[config.mk]
export PLATFORM = sky130hd
export DESIGN_NAME = tern_mode_beeper
export DESIGN_NICKNAME = d
export VERILOG_FILES = /design/src/logic/tern_beep_pkg.sv /design/src/logic/beep_link_if.sv /design/src/logic/tern_mode_beeper.sv /design/src/logic/beep_tone_gen.sv
export SDC_FILE = /design/constraint.sdc
export NUM_CORES = 1
export LEC_CHECK = 0
export BUFFER_PORTS_ARGS = -buffer_cell sky130_fd_sc_hd__buf_2
export CAP_MARGIN = 10
export CORE_UTILIZATION = 44
export CTS_BUF_LIST = sky130_fd_sc_hd__clkbuf_8 sky130_fd_sc_hd__clkbuf_16
export CTS_CLUSTER_SIZE = 8
export DETAILED_ROUTE_END_ITERATION = 12
export PLACE_DENSITY = 0.78
export SLEW_MARGIN = 25
export SYNTH_ARGS = -nofsm -noshare
export SYNTH_HDL_FRONTEND = slang
export SYNTH_SLANG_ARGS = --single-unit
export TNS_END_PERCENT = 20
[constraint.sdc]
create_clock -name core_clk_i -period 1.6 [get_ports core_clk_i]
set_input_delay 0.16 -clock core_clk_i [delete_from_list [all_inputs] [get_ports core_clk_i]]
set_output_delay 0.16 -clock core_clk_i [all_outputs]
set_load 0.02 [all_outputs]
[src/logic/tern_beep_pkg.sv]
// shared constants and types for the ternary mode decoder and beeper
package tern_beep_pkg;

    // decoded level of one three-level input
    typedef enum logic [1:0] {
        LVL_MID,
        LVL_HIGH,
        LVL_LOW
    } lvl_type;

    // index of each ternary input in the pin vectors
    localparam int TERN_COUNT = 4;
    localparam int TERN_GROUP = 0;
    localparam int TERN_FUNC  = 1;
    localparam int TERN_OHMAC = 2;
    localparam int TERN_HOLD  = 3;

    // clock division: internal clock is crystal / 2, tone is crystal / 60
    localparam int SYS_DIV         = 2;
    localparam int TONE_XTAL_DIV   = 60;
    localparam int HALF_TONE_INT   = TONE_XTAL_DIV / (SYS_DIV * 2);
    localparam logic [3:0] HALF_TONE_TICKS = 4'(HALF_TONE_INT);
    localparam logic [3:0] TICK_CNT_RST    = 4'H0;

    // register map, byte addresses
    localparam logic [3:0] ADDR_STATUS  = 4'H0;
    localparam logic [3:0] ADDR_CONTROL = 4'H4;

    // status register fields
    localparam int ST_GROUP_LSB = 0;
    localparam int ST_FUNC_LSB  = 2;
    localparam int ST_OHMAC_LSB = 4;
    localparam int ST_HOLD_LSB  = 6;
    localparam int ST_CONT_EN   = 8;
    localparam int ST_TRIP      = 9;
    localparam int ST_BEEP      = 10;

    // control register fields and values after reset
    localparam int CTL_ALLOW = 0;
    localparam int CTL_FORCE = 1;
    localparam logic ALLOW_RST = 1'B1;
    localparam logic FORCE_RST = 1'B0;

    localparam logic [31:0] RDATA_RST = 32'H0000_0000;
    localparam logic        TONE_RST  = 1'B1;

endpackage : tern_beep_pkg

[src/logic/beep_link_if.sv]
// carrier between the mode decoder and the tone generator
`timescale 1ns/100ps
`default_nettype none

interface beep_link_if;
    logic enable;
    logic tone;

    modport gen (input enable, output tone);
    modport ctl (output enable, input tone);
endinterface : beep_link_if

`default_nettype wire

[src/logic/tern_mode_beeper.sv]
// ternary mode decoder, continuity beeper control and register slave
//
// How it works
// - function input at upper supply decodes high: resistance mode.
// - open or common input decodes middle; function middle means voltage.
// - function input at lower supply decodes low: current mode.
// - group mA/uA/test, ohm-AC high-DC/low-AC/test, hold hold/auto/test.
// - active beeper toggles rail to rail, 2 kHz from 120 kHz crystal.
// - tone equals crystal over 60, internal clock over 30.
// - idle beeper output rests high at upper supply.
// - continuity comparator only on lowest ohm range; trip starts beeper.
// - beeper follows comparator directly, ignoring conversion phase.
// - internal clock is crystal over two; beeper divider runs on it.
`timescale 1ns/100ps
`default_nettype none

module tern_mode_beeper (
    // clock and reset
    input  wire logic                   core_clk_i,
    input  wire logic                   srst_i,
    // ternary pin comparators, index by input
    input  wire logic [3:0]             tern_upper_i,
    input  wire logic [3:0]             tern_lower_i,
    // continuity sensing
    input  wire logic                   range_lowest_i,
    input  wire logic                   cont_trip_i,
    // decoded selections
    output logic                        func_ohms_o,
    output logic                        func_volts_o,
    output logic                        func_amps_o,
    output tern_beep_pkg::lvl_type      group_lvl_o,
    output tern_beep_pkg::lvl_type      ohmac_lvl_o,
    output tern_beep_pkg::lvl_type      hold_lvl_o,
    output logic                        cont_enable_o,
    // beeper drive
    output logic                        beep_o,
    // avalon-mm slave
    input  wire logic [3:0]             avs_address_i,
    input  wire logic                   avs_read_i,
    input  wire logic                   avs_write_i,
    input  wire logic [31:0]            avs_writedata_i,
    input  wire logic [3:0]             avs_byteenable_i,
    output logic [31:0]                 avs_readdata_o,
    output logic                        avs_waitrequest_o
);
    import tern_beep_pkg::*;

    typedef struct packed {
        logic [3:0] up_s1;
        logic [3:0] up_s2;
        logic [3:0] lo_s1;
        logic [3:0] lo_s2;
        lvl_type    grp;
        lvl_type    fn;
        lvl_type    ohmac;
        lvl_type    hold;
        logic       f_ohms;
        logic       f_volts;
        logic       f_amps;
        logic       cont_en;
        logic       trip;
        logic       beep_en;
        logic       allow;
        logic       force_on;
        logic       waitreq;
        logic [31:0] rdata;
    } main_state_type;

    main_state_type st;
    main_state_type next_st;

    beep_link_if link ();

    beep_tone_gen u_tone (
        .core_clk_i (core_clk_i),
        .srst_i     (srst_i),
        .link       (link.gen)
    );

    // a comparator pair that claims both rails is treated as the open state
    function automatic lvl_type decode_lvl(input logic up, input logic lo);
        lvl_type l;
        l = LVL_MID;
        if (up && !lo) begin
            l = LVL_HIGH;
        end else if (lo && !up) begin
            l = LVL_LOW;
        end
        return l;
    endfunction : decode_lvl

    logic [31:0] status_word;
    logic        bus_req;
    logic        bus_take;

    // status word shows decoder and beeper state
    always_comb begin
        status_word = 32'H0000_0000;
        status_word[ST_GROUP_LSB +: 2] = st.grp;
        status_word[ST_FUNC_LSB +: 2]  = st.fn;
        status_word[ST_OHMAC_LSB +: 2] = st.ohmac;
        status_word[ST_HOLD_LSB +: 2]  = st.hold;
        status_word[ST_CONT_EN]        = st.cont_en;
        status_word[ST_TRIP]           = st.trip;
        status_word[ST_BEEP]           = st.beep_en;
    end

    assign bus_req  = avs_read_i || avs_write_i;
    assign bus_take = bus_req && !st.waitreq;

    // next state: synchronisers, decode, continuity, bus
    always_comb begin
        next_st = st;
        // first stage feeds only the second stage
        next_st.up_s1 = tern_upper_i;
        next_st.lo_s1 = tern_lower_i;
        next_st.up_s2 = st.up_s1;
        next_st.lo_s2 = st.lo_s1;
        next_st.grp   = decode_lvl(st.up_s2[TERN_GROUP], st.lo_s2[TERN_GROUP]);
        next_st.fn    = decode_lvl(st.up_s2[TERN_FUNC], st.lo_s2[TERN_FUNC]);
        next_st.ohmac = decode_lvl(st.up_s2[TERN_OHMAC], st.lo_s2[TERN_OHMAC]);
        next_st.hold  = decode_lvl(st.up_s2[TERN_HOLD], st.lo_s2[TERN_HOLD]);
        next_st.f_ohms  = (st.fn == LVL_HIGH);
        next_st.f_volts = (st.fn == LVL_MID);
        next_st.f_amps  = (st.fn == LVL_LOW);
        // comparator live only on low-ohm group at its lowest range
        next_st.cont_en = st.f_ohms && (st.ohmac == LVL_MID) && range_lowest_i;
        next_st.trip    = st.cont_en && cont_trip_i;
        // no conversion phase enters here, so the tone enable rises on the edge after the trip
        next_st.beep_en = (st.cont_en && cont_trip_i && st.allow) || st.force_on;
        // one wait cycle per access, then the request is taken
        next_st.waitreq = 1'B1;
        if (bus_req && st.waitreq) begin
            next_st.waitreq = 1'B0;
            next_st.rdata   = RDATA_RST;
            if (avs_read_i) begin
                unique case (avs_address_i)
                    ADDR_STATUS:  next_st.rdata = status_word;
                    ADDR_CONTROL: begin
                        next_st.rdata[CTL_ALLOW] = st.allow;
                        next_st.rdata[CTL_FORCE] = st.force_on;
                    end
                    default:      next_st.rdata = RDATA_RST;
                endcase
            end
        end
        if (bus_take && avs_write_i && avs_address_i == ADDR_CONTROL
            && avs_byteenable_i[0]) begin
            next_st.allow = avs_writedata_i[CTL_ALLOW];
            next_st.force_on = avs_writedata_i[CTL_FORCE];
        end
    end

    // state register
    always_ff @(posedge core_clk_i) begin
        if (srst_i) begin
            st         <= '0;
            st.grp     <= LVL_MID;
            st.fn      <= LVL_MID;
            st.ohmac   <= LVL_MID;
            st.hold    <= LVL_MID;
            st.f_volts <= 1'B1;
            st.allow   <= ALLOW_RST;
            st.force_on <= FORCE_RST;
            st.waitreq <= 1'B1;
            st.rdata   <= RDATA_RST;
        end else begin
            st <= next_st;
        end
    end

    assign link.enable       = st.beep_en;
    assign func_ohms_o       = st.f_ohms;
    assign func_volts_o      = st.f_volts;
    assign func_amps_o       = st.f_amps;
    assign group_lvl_o       = st.grp;
    assign ohmac_lvl_o       = st.ohmac;
    assign hold_lvl_o        = st.hold;
    assign cont_enable_o     = st.cont_en;
    assign beep_o            = link.tone;                       // tone flop in generator
    assign avs_readdata_o    = st.rdata;
    assign avs_waitrequest_o = st.waitreq;

    // helper: cycles the tone enable has stood high, saturating
    logic [5:0] en_cycles;
    always_ff @(posedge core_clk_i) begin
        if (srst_i || !link.enable) begin
            en_cycles <= 6'H00;
        end else if (en_cycles != 6'H3F) begin
            en_cycles <= en_cycles + 6'H01;
        end
    end
endmodule : tern_mode_beeper

`default_nettype wire

[src/logic/beep_tone_gen.sv]
// beeper tone generator running off the half-rate internal clock
`timescale 1ns/100ps
`default_nettype none

module beep_tone_gen (
    // clock and reset
    input  wire logic   core_clk_i,
    input  wire logic   srst_i,
    // link to the decoder
    beep_link_if.gen    link
);
    import tern_beep_pkg::*;

    typedef struct packed {
        logic       phase;
        logic [3:0] cnt;
        logic       tone;
    } gen_state_type;

    gen_state_type st;
    gen_state_type next_st;

    // half-rate tick; the tone counter only advances on it
    always_comb begin
        next_st = st;
        next_st.phase = ~st.phase;
        if (!link.enable) begin
            next_st.cnt  = TICK_CNT_RST;
            next_st.tone = TONE_RST;
        end else if (st.phase) begin
            if (st.cnt == HALF_TONE_TICKS - 4'H1) begin
                next_st.cnt  = TICK_CNT_RST;
                next_st.tone = ~st.tone;
            end else begin
                next_st.cnt = st.cnt + 4'H1;
            end
        end
    end

    always_ff @(posedge core_clk_i) begin
        if (srst_i) begin
            st <= '{phase: 1'B0, cnt: TICK_CNT_RST, tone: TONE_RST};
        end else begin
            st <= next_st;
        end
    end

    assign link.tone = st.tone;

    // helper: core cycles since the last tone edge while enabled
    logic [5:0] run;
    logic       seen;
    always_ff @(posedge core_clk_i) begin
        if (srst_i || !link.enable) begin
            run  <= 6'H00;
            seen <= 1'B0;
        end else if (next_st.tone != st.tone) begin
            run  <= 6'H00;
            seen <= 1'B1;
        end else begin
            run <= run + 6'H01;
        end
    end
endmodule : beep_tone_gen

`default_nettype wire

==> impl_results.md, run 1 <==
* Pwr dens at 1140 mW/mm2
* Syn_area_per_cell at ~10 um2
* First-pass GRT wire length at 4370 um
* Crit path cell chain: nor2b_1 > and4b_1 > a22o_1
* Yosys warns at 0
* Initial drt markers at 62
* Antenna fix cells at 0
* Compound-gate portion of the synthesized area at 8.90%
* Crit Path Max Fanout at 9
* Clock slew at the register clock pins of the worst setup and hold paths at 90 ps
* RR Endpoint: avs_readdata_o[2]$_SDFFE_PP0P_
* Global Route met1 Usage at around 16%
* Chip height at 67.2 um
* Worst skew pair latency at 300 ps
* Dominant synthesized flop cell: dfxtp_1
* Pre-Repair DR Iteration Count at 4
* CP Buf/Inv Count at 0
* I/O Pins at 98
* Post-CTS Setup Bufs at 0
* Hold path startpoint: avs_write_i
* Xor/xnor share of the synthesized area at 0%
* Clk_skew at approximately 7.7 ps
* Initial core utilization at a little under half
* Main combinational cell family by area after synthesis: simple AND/OR/NAND/NOR gates
* Worst EP required at 1850 ps
* Post-route ant nets at 0
* DRC viols at 0
* Number of synthesized flops with an enable pin at 0
* Area contributors post-synth: dfxtp_1 (54%), buf_4 (15%), nor2b_1 (6.7%)
* Cell variety after synth at 29
* Vias in the first global route at 1008
* Full die area at 0.00452 mm2
* Total power at around 2300 uW
* DR vias/cell at 4.56
* Initial antenna violation count at 0
* R2R depth at 3
* Hold Path Sink: avs_waitrequest_o$_SDFF_PP1_
* Top Usage Layer GRT: met2
* Area of the mapped netlist at 0.00187 mm2
* Most frequent cells in the layout: dfxtp_1 (50), buf_2 (43), conb_1 (21), nor2b_1 (20)
* Crit path kind: reg2reg
* Simple-Gate Fraction of Synth Area at around 18%
* Commonest non-fill, non-tap cell in the layout: dfxtp_1
* Area delta synth->final at 8.76%
* Wire length per cell at ~11 um
* Post-CTS Hold Buffers at 0
* FF-to-FF Start: avs_waitrequest_o$_SDFF_PP1_
* Core Area at roughly 0.0040 mm2
* Synth Area in Adders at 0%
* H-tree depth at 2
* R2R Setup Slk at approximately 310 ps
* Die X at 67.2 um
* Post-synth top area share at 53.5%
* CTS tree: built
* Inserted Clock Buffers at 5
* FMAX at 0.775 GHz
* RSZ-0062 raised after global routing: false
* Mapped Cells at 179
* Worst VDD drop at 664 uV
* Placed instance count at 250
* Fillers at 383
* Register area share after synthesis at 53.5%
* Final TNS setup at 0 ps
* Clk sinks at 50
* Final core occ at 50.5%
* Worst path arrival time at 1540 ps
* Standard-cell row count at 23
* Critical path's top delay family: simple AND/OR/NAND/NOR gates
* Post-CTS sizing at 0
* Dominant cell type by area after synthesis: dfxtp_1
* Pleak at 0.000897 uW
* CP max-delay cell: and4b_1
* Non-Filler Instances at ~260
* Max incr delay on CP at 460 ps
* Pins Over Slew Limit at 0
* Root Driver: clkbuf_8
* Multiplexer area fraction after synthesis at 2.14%
* Yosys reg bits at 50
* Synth async-reset ratio at 0%
* Final RePlAce weighted congestion at 0.750
* Critical path startpoint category: flop
* Final net count at 261
* Final setup viols at 0
* Largest net degree at the start of global routing at 29
* Final Hold Viols at 0
* Tmin final at approximately 1300 ps
* GRT Util Overall at 13.4%
* Max Cap Viol at 0
* Hold Slack at 64.0 ps
* Min-Delay Path Depth at 2
* Setup crit end kind: flop
* Detailed Place HPWL at just over 2000 um
* M2 GR Usage at 20.5%
* Clock Tree Buf Depth at 2
* Routed wire length at ~2800 um
* Fraction of layout instances using a drive strength above 1 at 25.5%
* Total number of vias at around 1200
* HP Class: in2reg
* GRT Residual Overflow at 0
* Status: finished, final reports clean
* Port bufs at 43
* Met3 usage at ~6.8%
* Final Cycle Share at 80.6%
## cell type report
type | instances | area, um2 | area share, %
Multi-Input combinational cell | 103 | 619 | 30.4
Sequential cell | 50 | 1000 | 49.2
Inverter | 2 | 7.51 | 0.369
Clock buffer | 5 | 68.8 | 3.38
Timing Repair Buffer | 45 | 230 | 11.3
Clock inverter | 3 | 45.0 | 2.21
Tap cell | 50 | 62.6 | 3.08
## worst register-to-register path: stages, from the launching register on
cell and delay [ps]:
dfxtp_1 360, nor2b_1 210, and4b_1 460, a22o_1 210
## sequential cells by signal, summed over array words and instances (netlist names)
| name | count |
|---|---|
| next_st | 8 |
| func_ohms_o | 1 |
| cont_enable_o | 1 |
| group_lvl_o | 2 |
| u_tone.link.tone | 1 |
| func_volts_o | 1 |
| hold_lvl_o | 2 |
| link.enable | 1 |
| func_amps_o | 1 |
| ohmac_lvl_o | 2 |
| st | 13 |
| avs_readdata_o | 11 |
| u_tone.st | 5 |
| avs_waitrequest_o | 1 |
## kinds of logic after synthesis
kind of cell,Yosys count
AOI/OAI and AO/OA,23
buffers and inverters,46
DFF,50
muxes,4
and+or+nand+nor,55
other,1
## where the power goes
group	leakage [uW]	switching, uW	internal [uW]
Clock	0.0000504	410	465
Combinational	0.000439	98.0	50.4
Sequential	0.000408	14.9	1270
Total	0.000897	523	1790
## how the worst max path moves through the flow
stage	start	to	slack (ps)	cells after the start
2_1_floorplan	avs_waitrequest_o$_SDFF_PP1_	avs_readdata_o[10]$_SDFFE_PP0P_	410	4
3_3_place_gp	avs_address_i[1]	avs_readdata_o[2]$_SDFFE_PP0P_	310	4
3_5_place_dp	avs_address_i[1]	avs_readdata_o[4]$_SDFFE_PP0P_	290	4
4_1_cts	avs_waitrequest_o$_SDFF_PP1_	avs_readdata_o[2]$_SDFFE_PP0P_	300	3
5_1_grt	avs_waitrequest_o$_SDFF_PP1_	avs_readdata_o[2]$_SDFFE_PP0P_	230	3
6_report	avs_waitrequest_o$_SDFF_PP1_	avs_readdata_o[2]$_SDFFE_PP0P_	310	3
## synth_stat cells (2+ instances only)
cell,count
a21oi_1,4
a22o_1,10
and3_1,2
buf_4,38
clkbuf_1,3
dfxtp_1,50
inv_1,2
mux2i_1,4
nand2_1,5
nand3_1,3
nand3b_1,2
nor2_1,6
nor2b_1,20
nor3_1,2
nor3b_1,10
o21ai_0,4
o2bb2ai_1,2
## routing by layer
metal	vias up	share of wire [%]
li1	598	-
met1	543	43
met2	31	49
met3	5	7.0
met4	0	1.1
met5	-	0
## metrics by stage
step,area [um2],setup slack [ps]
detailed placement,1920,292
CTS,2030,302
floorplan,1950,410
finish,2030,310
global placement,1920,310
global route,2030,232
Power figures use the tool's default switching activity.
==> run 2, diff against run 1 <==
- clock period: 1.6 -> 1.3 ns (I/O delays scaled with it)
==> run 2 against run 1 <==
Effect of this change:
- combinational power up 32%
- clock-buffer cell count is 1 higher
- clock skew up 1.5 ps
- power grew 18%
- sequential cell count is the same
- non-clock buffer count is 5 higher
==> impl_results.md, run 2 (synthesis gave the netlist of run 1 again) <==
* Wire length per cell at 10.7 um
* Fraction of layout instances using a drive strength above 1 at 27.2%
* Sw Share at 23.9%
* HP Class: in2reg
* Core Area at between 0.004 and 0.005 mm2
* RSZ-0062 raised after global routing: false
* Final net count at 266
* Initial core utilization at 46.4%
* Total number of vias at 1171
* Largest net degree at the start of global routing at 30
* Root Driver: clkbuf_8
* Worst path arrival time at between 1000 and 1500 ps
* Post-CTS Hold Buffers at 0
* Tmin final at 1180 ps
* Post-route ant nets at 0
* H-tree depth at 2
* Post-CTS Setup Bufs at 0
* CP Buf/Inv Count at 1
* Chip height at 67.2 um
* Post-CTS sizing at 0
* Routed wire length at 2830 um
* Max incr delay on CP at 340 ps
* Placed instance count at 255
* Final setup viols at 0
* Critical path startpoint category: flop
* Port bufs at 43
* Standard-cell row count at 23
* GRT Residual Overflow at 0
* Max Cap Viol at 0
* Worst skew pair latency at about 300 ps
* Pre-Repair DR Iteration Count at 2
* Final Hold Viols at 0
* Switch Pwr at 652 uW
* Sequential Power Share at 58.0%
* Clock Tree Buf Depth at 2
* FMAX at between 0.8 and 0.9 GHz
* Initial drt markers at 56
* I/O Pins at 98
* Final core occ at 51.1%
* Pleak at 0.000920 uW
* Die X at 67.2 um
* R2R depth at 4
* Commonest non-fill, non-tap cell in the layout: dfxtp_1
* Max FFs per register at 13
* Hold Path Sink: next_st[50]$_SDFF_PP0_
* CP max-delay cell: dfxtp_1
* First-pass GRT wire length at 4260 um
* Min-Delay Path Depth at 2
* DRC viols at 0
* FF-to-FF Start: avs_waitrequest_o$_SDFF_PP1_
* Inserted Clock Buffers at 5
* Crit path cell chain: nor2b_1 > and4b_1 > buf_4 > a22o_1
* Pwr dens at about 1300 mW/mm2
* Vias in the first global route at 947
* Setup crit end kind: flop
* Full die area at about 0.0045 mm2
* Status: finished, final reports clean
* Pins Over Slew Limit at 0
* RR Endpoint: avs_readdata_o[2]$_SDFFE_PP0P_
* Clk_skew at between 9 and 10 ps
* Final Cycle Share at approximately nine tenths
* Comb pwr share at under 10%
* Final RePlAce weighted congestion at 0.750
* Area delta synth->final at 9.97%
* Clock slew at the register clock pins of the worst setup and hold paths at 90 ps
* Antenna fix cells at 0
* Clock power frac at between 30% and 40%
* CP Launch Point: avs_waitrequest_o$_SDFF_PP1_
* Crit Path Max Fanout at 9
* Final TNS setup at 0 ps
* Detailed Place HPWL at 2020 um
* Final instance area at 0.00206 mm2
* Most frequent cells in the layout: dfxtp_1 (50), buf_2 (43), conb_1 (21), nor2b_1 (20)
* DR vias/cell at 4.45
* R2R Setup Slk at approximately 120 ps
* CTS tree: built
* GRT Util Overall at between 10% and 20%
* Internal Power at 2080 uW
* Worst EP required at around 1500 ps
* Hold Slack at 28.7 ps
* Initial antenna violation count at 0
* Post-DP Area at 0.00196 mm2
* Crit path kind: reg2reg
* Critical path's top delay family: flip-flops
* Non-Filler Instances at 263
* Hold path startpoint: tern_lower_i[1]
* Reg with most FFs: st
* Clk sinks at 50
* Worst VDD drop at around 830 uV
[run 2: power by group through the flow]
stage	sequential, uW	combinational [uW]	clock, uW
6_report	1580	195	951
5_1_grt	1590	216	1040
4_1_cts	1580	196	980
3_5_place_dp	1620	196	0
3_3_place_gp	1620	194	0
2_1_floorplan	1620	182	0
[run 2: worst max-delay path by stage]
stage                                       to  slack [ps]  cells past startpoint
6_report        avs_readdata_o[2]$_SDFFE_PP0P_         120                      4
5_1_grt          u_tone.link.tone$_SDFFE_PP1P_          30                      3
4_1_cts         avs_readdata_o[2]$_SDFFE_PP0P_         110                      4
3_5_place_dp    avs_readdata_o[3]$_SDFFE_PP0P_         130                      4
3_3_place_gp    avs_readdata_o[2]$_SDFFE_PP0P_         150                      4
2_1_floorplan  avs_readdata_o[10]$_SDFFE_PP0P_         110                      4
[run 2: routing by layer]
layer | vias up | global-route usage (%) | share of wire [%]
met2 | 29 | 21.0 | 49
li1 | 608 | - | -
met5 | - | 0 | 0
met3 | 4 | 7.26 | 7.1
met1 | 530 | 14.7 | 42
met4 | 0 | 6.38 | 1.7
[run 2: through the flow]
stage / total power (uW) / worst slack [ps]
floorplan: 1800 / 110
global placement: 1810 / 145
detailed placement: 1810 / 133
CTS: 2760 / 108
global route: 2840 / 34.1
finish: 2730 / 117
[run 2: cell type report]
| class | instances | area (um2) |
|---|---|---|
| Clock buffer | 6 | 82.6 |
| Clock inverter | 2 | 16.3 |
| Fill cell | 404 | 1970 |
| Inverter | 2 | 7.51 |
| Multi-Input combinational cell | 103 | 619 |
| Sequential cell | 50 | 1000 |
| Tap cell | 50 | 62.6 |
| Timing Repair Buffer | 50 | 268 |
[run 2: worst register-to-register path, cell delays in order, from the launching register on]
cell	delay [ps]
dfxtp_1	340
nor2b_1	140
and4b_1	190
buf_4	170
a22o_1	230
==> run 3, diff against run 2 <==
- ABC_AREA: default -> 1
- CORE_UTILIZATION: 44 -> 46
- HOLD_SLACK_MARGIN: default -> 0.08
- PLACE_DENSITY: 0.78 -> 0.79
==> run 3 against run 2 <==
Effect of this change:
- setup slack improved by 140 ps
- synthesized cell count increased by 39%
- non-clock buffer count increased by 8
- cell count increased by 30%
- register-to-register slack improved by 140 ps
- power increased by 0.23%
- maximum frequency increased by 13%
- die area increased by 6.9%
==> impl_results.md, run 3 <==
* Status: finished, final reports clean
* Final net count at approximately 340
* Detailed Place HPWL at 2290 um
* Sw Share at a little under a quarter
* DR vias/cell at 4.23
* Setup crit end kind: flop
* Max incr delay on CP at 350 ps
* Met3 routed WL at 187 um
* Synth async-reset ratio at 0%
* RSZ-0062 raised after global routing: false
* Met1 wire length at 1420 um
* Fillers at 396
* Pleak at 0.00109 uW
* Min-Delay Path Depth at 2
* Register area share after synthesis at 47.8%
* CP max-delay cell: dfxtp_1
* Root Driver: clkbuf_8
* CTS tree: built
* Clk_skew at ~5.8 ps
* Final core occ at 53.9%
* Port bufs at 43
* Post-route ant nets at 0
* HP Class: in2reg
* Vias in the first global route at 1219
* Cell variety after synth at 26
* GRT Residual Overflow at 0
* H-tree depth at 2
* Initial drt markers at 57
* Initial antenna violation count at 0
* Antenna fix cells at 0
* Inserted Clock Buffers at 5
* Final setup viols at 0
* CP Launch Point: avs_waitrequest_o$_SDFF_PP1_
* Core Area at approximately 0.0044 mm2
* Most common cell in the netlist: dfxtp_1
* Hold Path Sink: next_st[58]$_SDFF_PP0_
* Clock slew at the register clock pins of the worst setup and hold paths at 80 ps
* Chip height at roughly 69 um
* Max FFs per register at 13
* Standard-cell row count at 24
* Area contributors post-synth: dfxtp_1 (48%), buf_4 (14%), nor2_1 (6.3%)
* FMAX at roughly 0.96 GHz
* Post-CTS Hold Buffers at 12
* GRT Util Overall at 13.8%
* Switch Pwr at between 600 and 700 uW
* Final RePlAce weighted congestion at 0.784
* Comb pwr share at 9.7%
* Worst setup margin at between 200 and 300 ps
* Final Hold Viols at 0
* Post-CTS sizing at 0
* Highest metal used: met4
* Dominant synthesized flop cell: dfxtp_1
* Crit path kind: reg2reg
* Worst skew pair latency at around 300 ps
* Initial core utilization at 48.1%
* Worst EP required at 1480 ps
* Dpl ws at around 220 ps
* Worst path arrival time at 1220 ps
* Number of synthesized flops with an enable pin at 0
* Mapped Cells at roughly 250
* DRC viols at 0
* Worst VDD drop at 603 uV
* Routed wire length at 3120 um
* Final Cycle Share at 80.3%
* Fraction of layout instances using a drive strength above 1 at 26.0%
* Area of the mapped netlist at 0.00209 mm2
* I/O Pins at 98
* Full die area at 0.00483 mm2
* Crit path cell chain: inv_1 > nand3_2 > o21ai_0 > nand3_1
* Critical path startpoint category: flop
* DR WL met2 at 1440 um
* Crit Path Max Fanout at 3
* Total number of vias at between 1000 and 1500
* Yosys reg bits at 50
* Internal Power at ~2100 uW
* Syn_area_per_cell at between 8 and 9 um2
* Clock power frac at roughly a third
* Pre-Repair DR Iteration Count at 4
* Tmin final at 1040 ps
* Pwr dens at 1170 mW/mm2
* Pins Over Slew Limit at 0
* Commonest cells in the netlist: dfxtp_1 (50), buf_4 (39), nor2_1 (35), inv_1 (33), nand2_1 (22)
* RR Endpoint: st[34]$_SDFFE_PP1P_
* Most frequent cells in the layout: dfxtp_1 (50), buf_2 (43), nor2_1 (35), inv_1 (34), nand2_1 (22)
* Critical path's top delay family: flip-flops
* Sequential Power Share at 57.9%
* R2R Setup Slk at 260 ps
* Reg with most FFs: st
* Yosys warns at 0
* CP Buf/Inv Count at 1
* Dominant cell type by area after synthesis: dfxtp_1
* R2R depth at 4
* Area delta synth->final at 11.9%
* Max Cap Viol at 0
* Die X at 69.5 um
* FF-to-FF Start: avs_waitrequest_o$_SDFF_PP1_
* Commonest non-fill, non-tap cell in the layout: dfxtp_1
* Largest net degree at the start of global routing at 15
* Hold path startpoint: srst_i
* Final TNS setup at 0 ps
* Post-synth top area share at between 40 and 50%
* First-pass GRT wire length at 5090 um
* Wire length per cell at 9.15 um
* Clock Tree Buf Depth at 2
* Post-CTS Setup Bufs at 0
* Clk sinks at 50
==> run 3: changes by cell type after synthesis, sizes merged, moves of 3 or more <==
cell / change
buf: +3
inv: +32
nand2: +24
nor3: +3
o21ai: +8
nor3b: -8
a22o: -9
nand3: +14
nor2: +34
a21oi: +5
mux2i: -4
nor2b: -20
==> run 3: through the flow <==
stage	hold slack, ps	power, uW	instances	cell area (um2)
finish	154	2730	341	2340
global placement	334	1850	321	2130
global route	151	2870	341	2340
detailed placement	335	1860	321	2130
CTS	150	2780	341	2340
floorplan	237	1860	268	2170
==> run 3: area by class of cell <==
cell class | count | area (um2) | share of cell area (%)
Timing Repair Buffer | 58 | 358 | 15.3
Clock inverter | 2 | 8.76 | 0.374
Multi-Input combinational cell | 139 | 702 | 29.9
Clock buffer | 6 | 82.6 | 3.52
Tap cell | 52 | 65.1 | 2.77
Inverter | 34 | 128 | 5.44
Sequential cell | 50 | 1000 | 42.7
==> run 3: per-layer routing <==
| layer | global-route usage (%) | vias up |
|---|---|---|
| met5 | 0 | - |
| li1 | - | 779 |
| met2 | 22.2 | 48 |
| met4 | 7.48 | 0 |
| met1 | 15.9 | 608 |
| met3 | 4.80 | 6 |
==> run 3: power by group through the flow <==
stage               Combinational, uW  Clock, uW  Sequential (uW)
CTS                               266        926             1580
detailed placement                239          0             1620
floorplan                         234          0             1620
finish                            265        886             1580
global route                      292        988             1590
global placement                  235          0             1620
==> run 3: how the worst max path moves through the flow <==
stage	endpoint	slack, ps	cells after the start
after global placement	avs_readdata_o[1]$_SDFFE_PP0P_	230	5
final	st[34]$_SDFFE_PP1P_	260	4
after global routing	st[34]$_SDFFE_PP1P_	140	4
after detailed placement	avs_readdata_o[0]$_SDFFE_PP0P_	220	5
after CTS	st[34]$_SDFFE_PP1P_	240	4
after floorplan	avs_readdata_o[10]$_SDFFE_PP0P_	200	4
==> run 3: cell families (layout without fill, tap and decap cells) <==
family	count (synthesis)	after routing	share of synthesized area (%)
other cells	1	21	0.179
flops	50	50	47.8
compound gates	23	23	7.29
simple gates	95	95	22.5
buf+inv	79	100	22.3
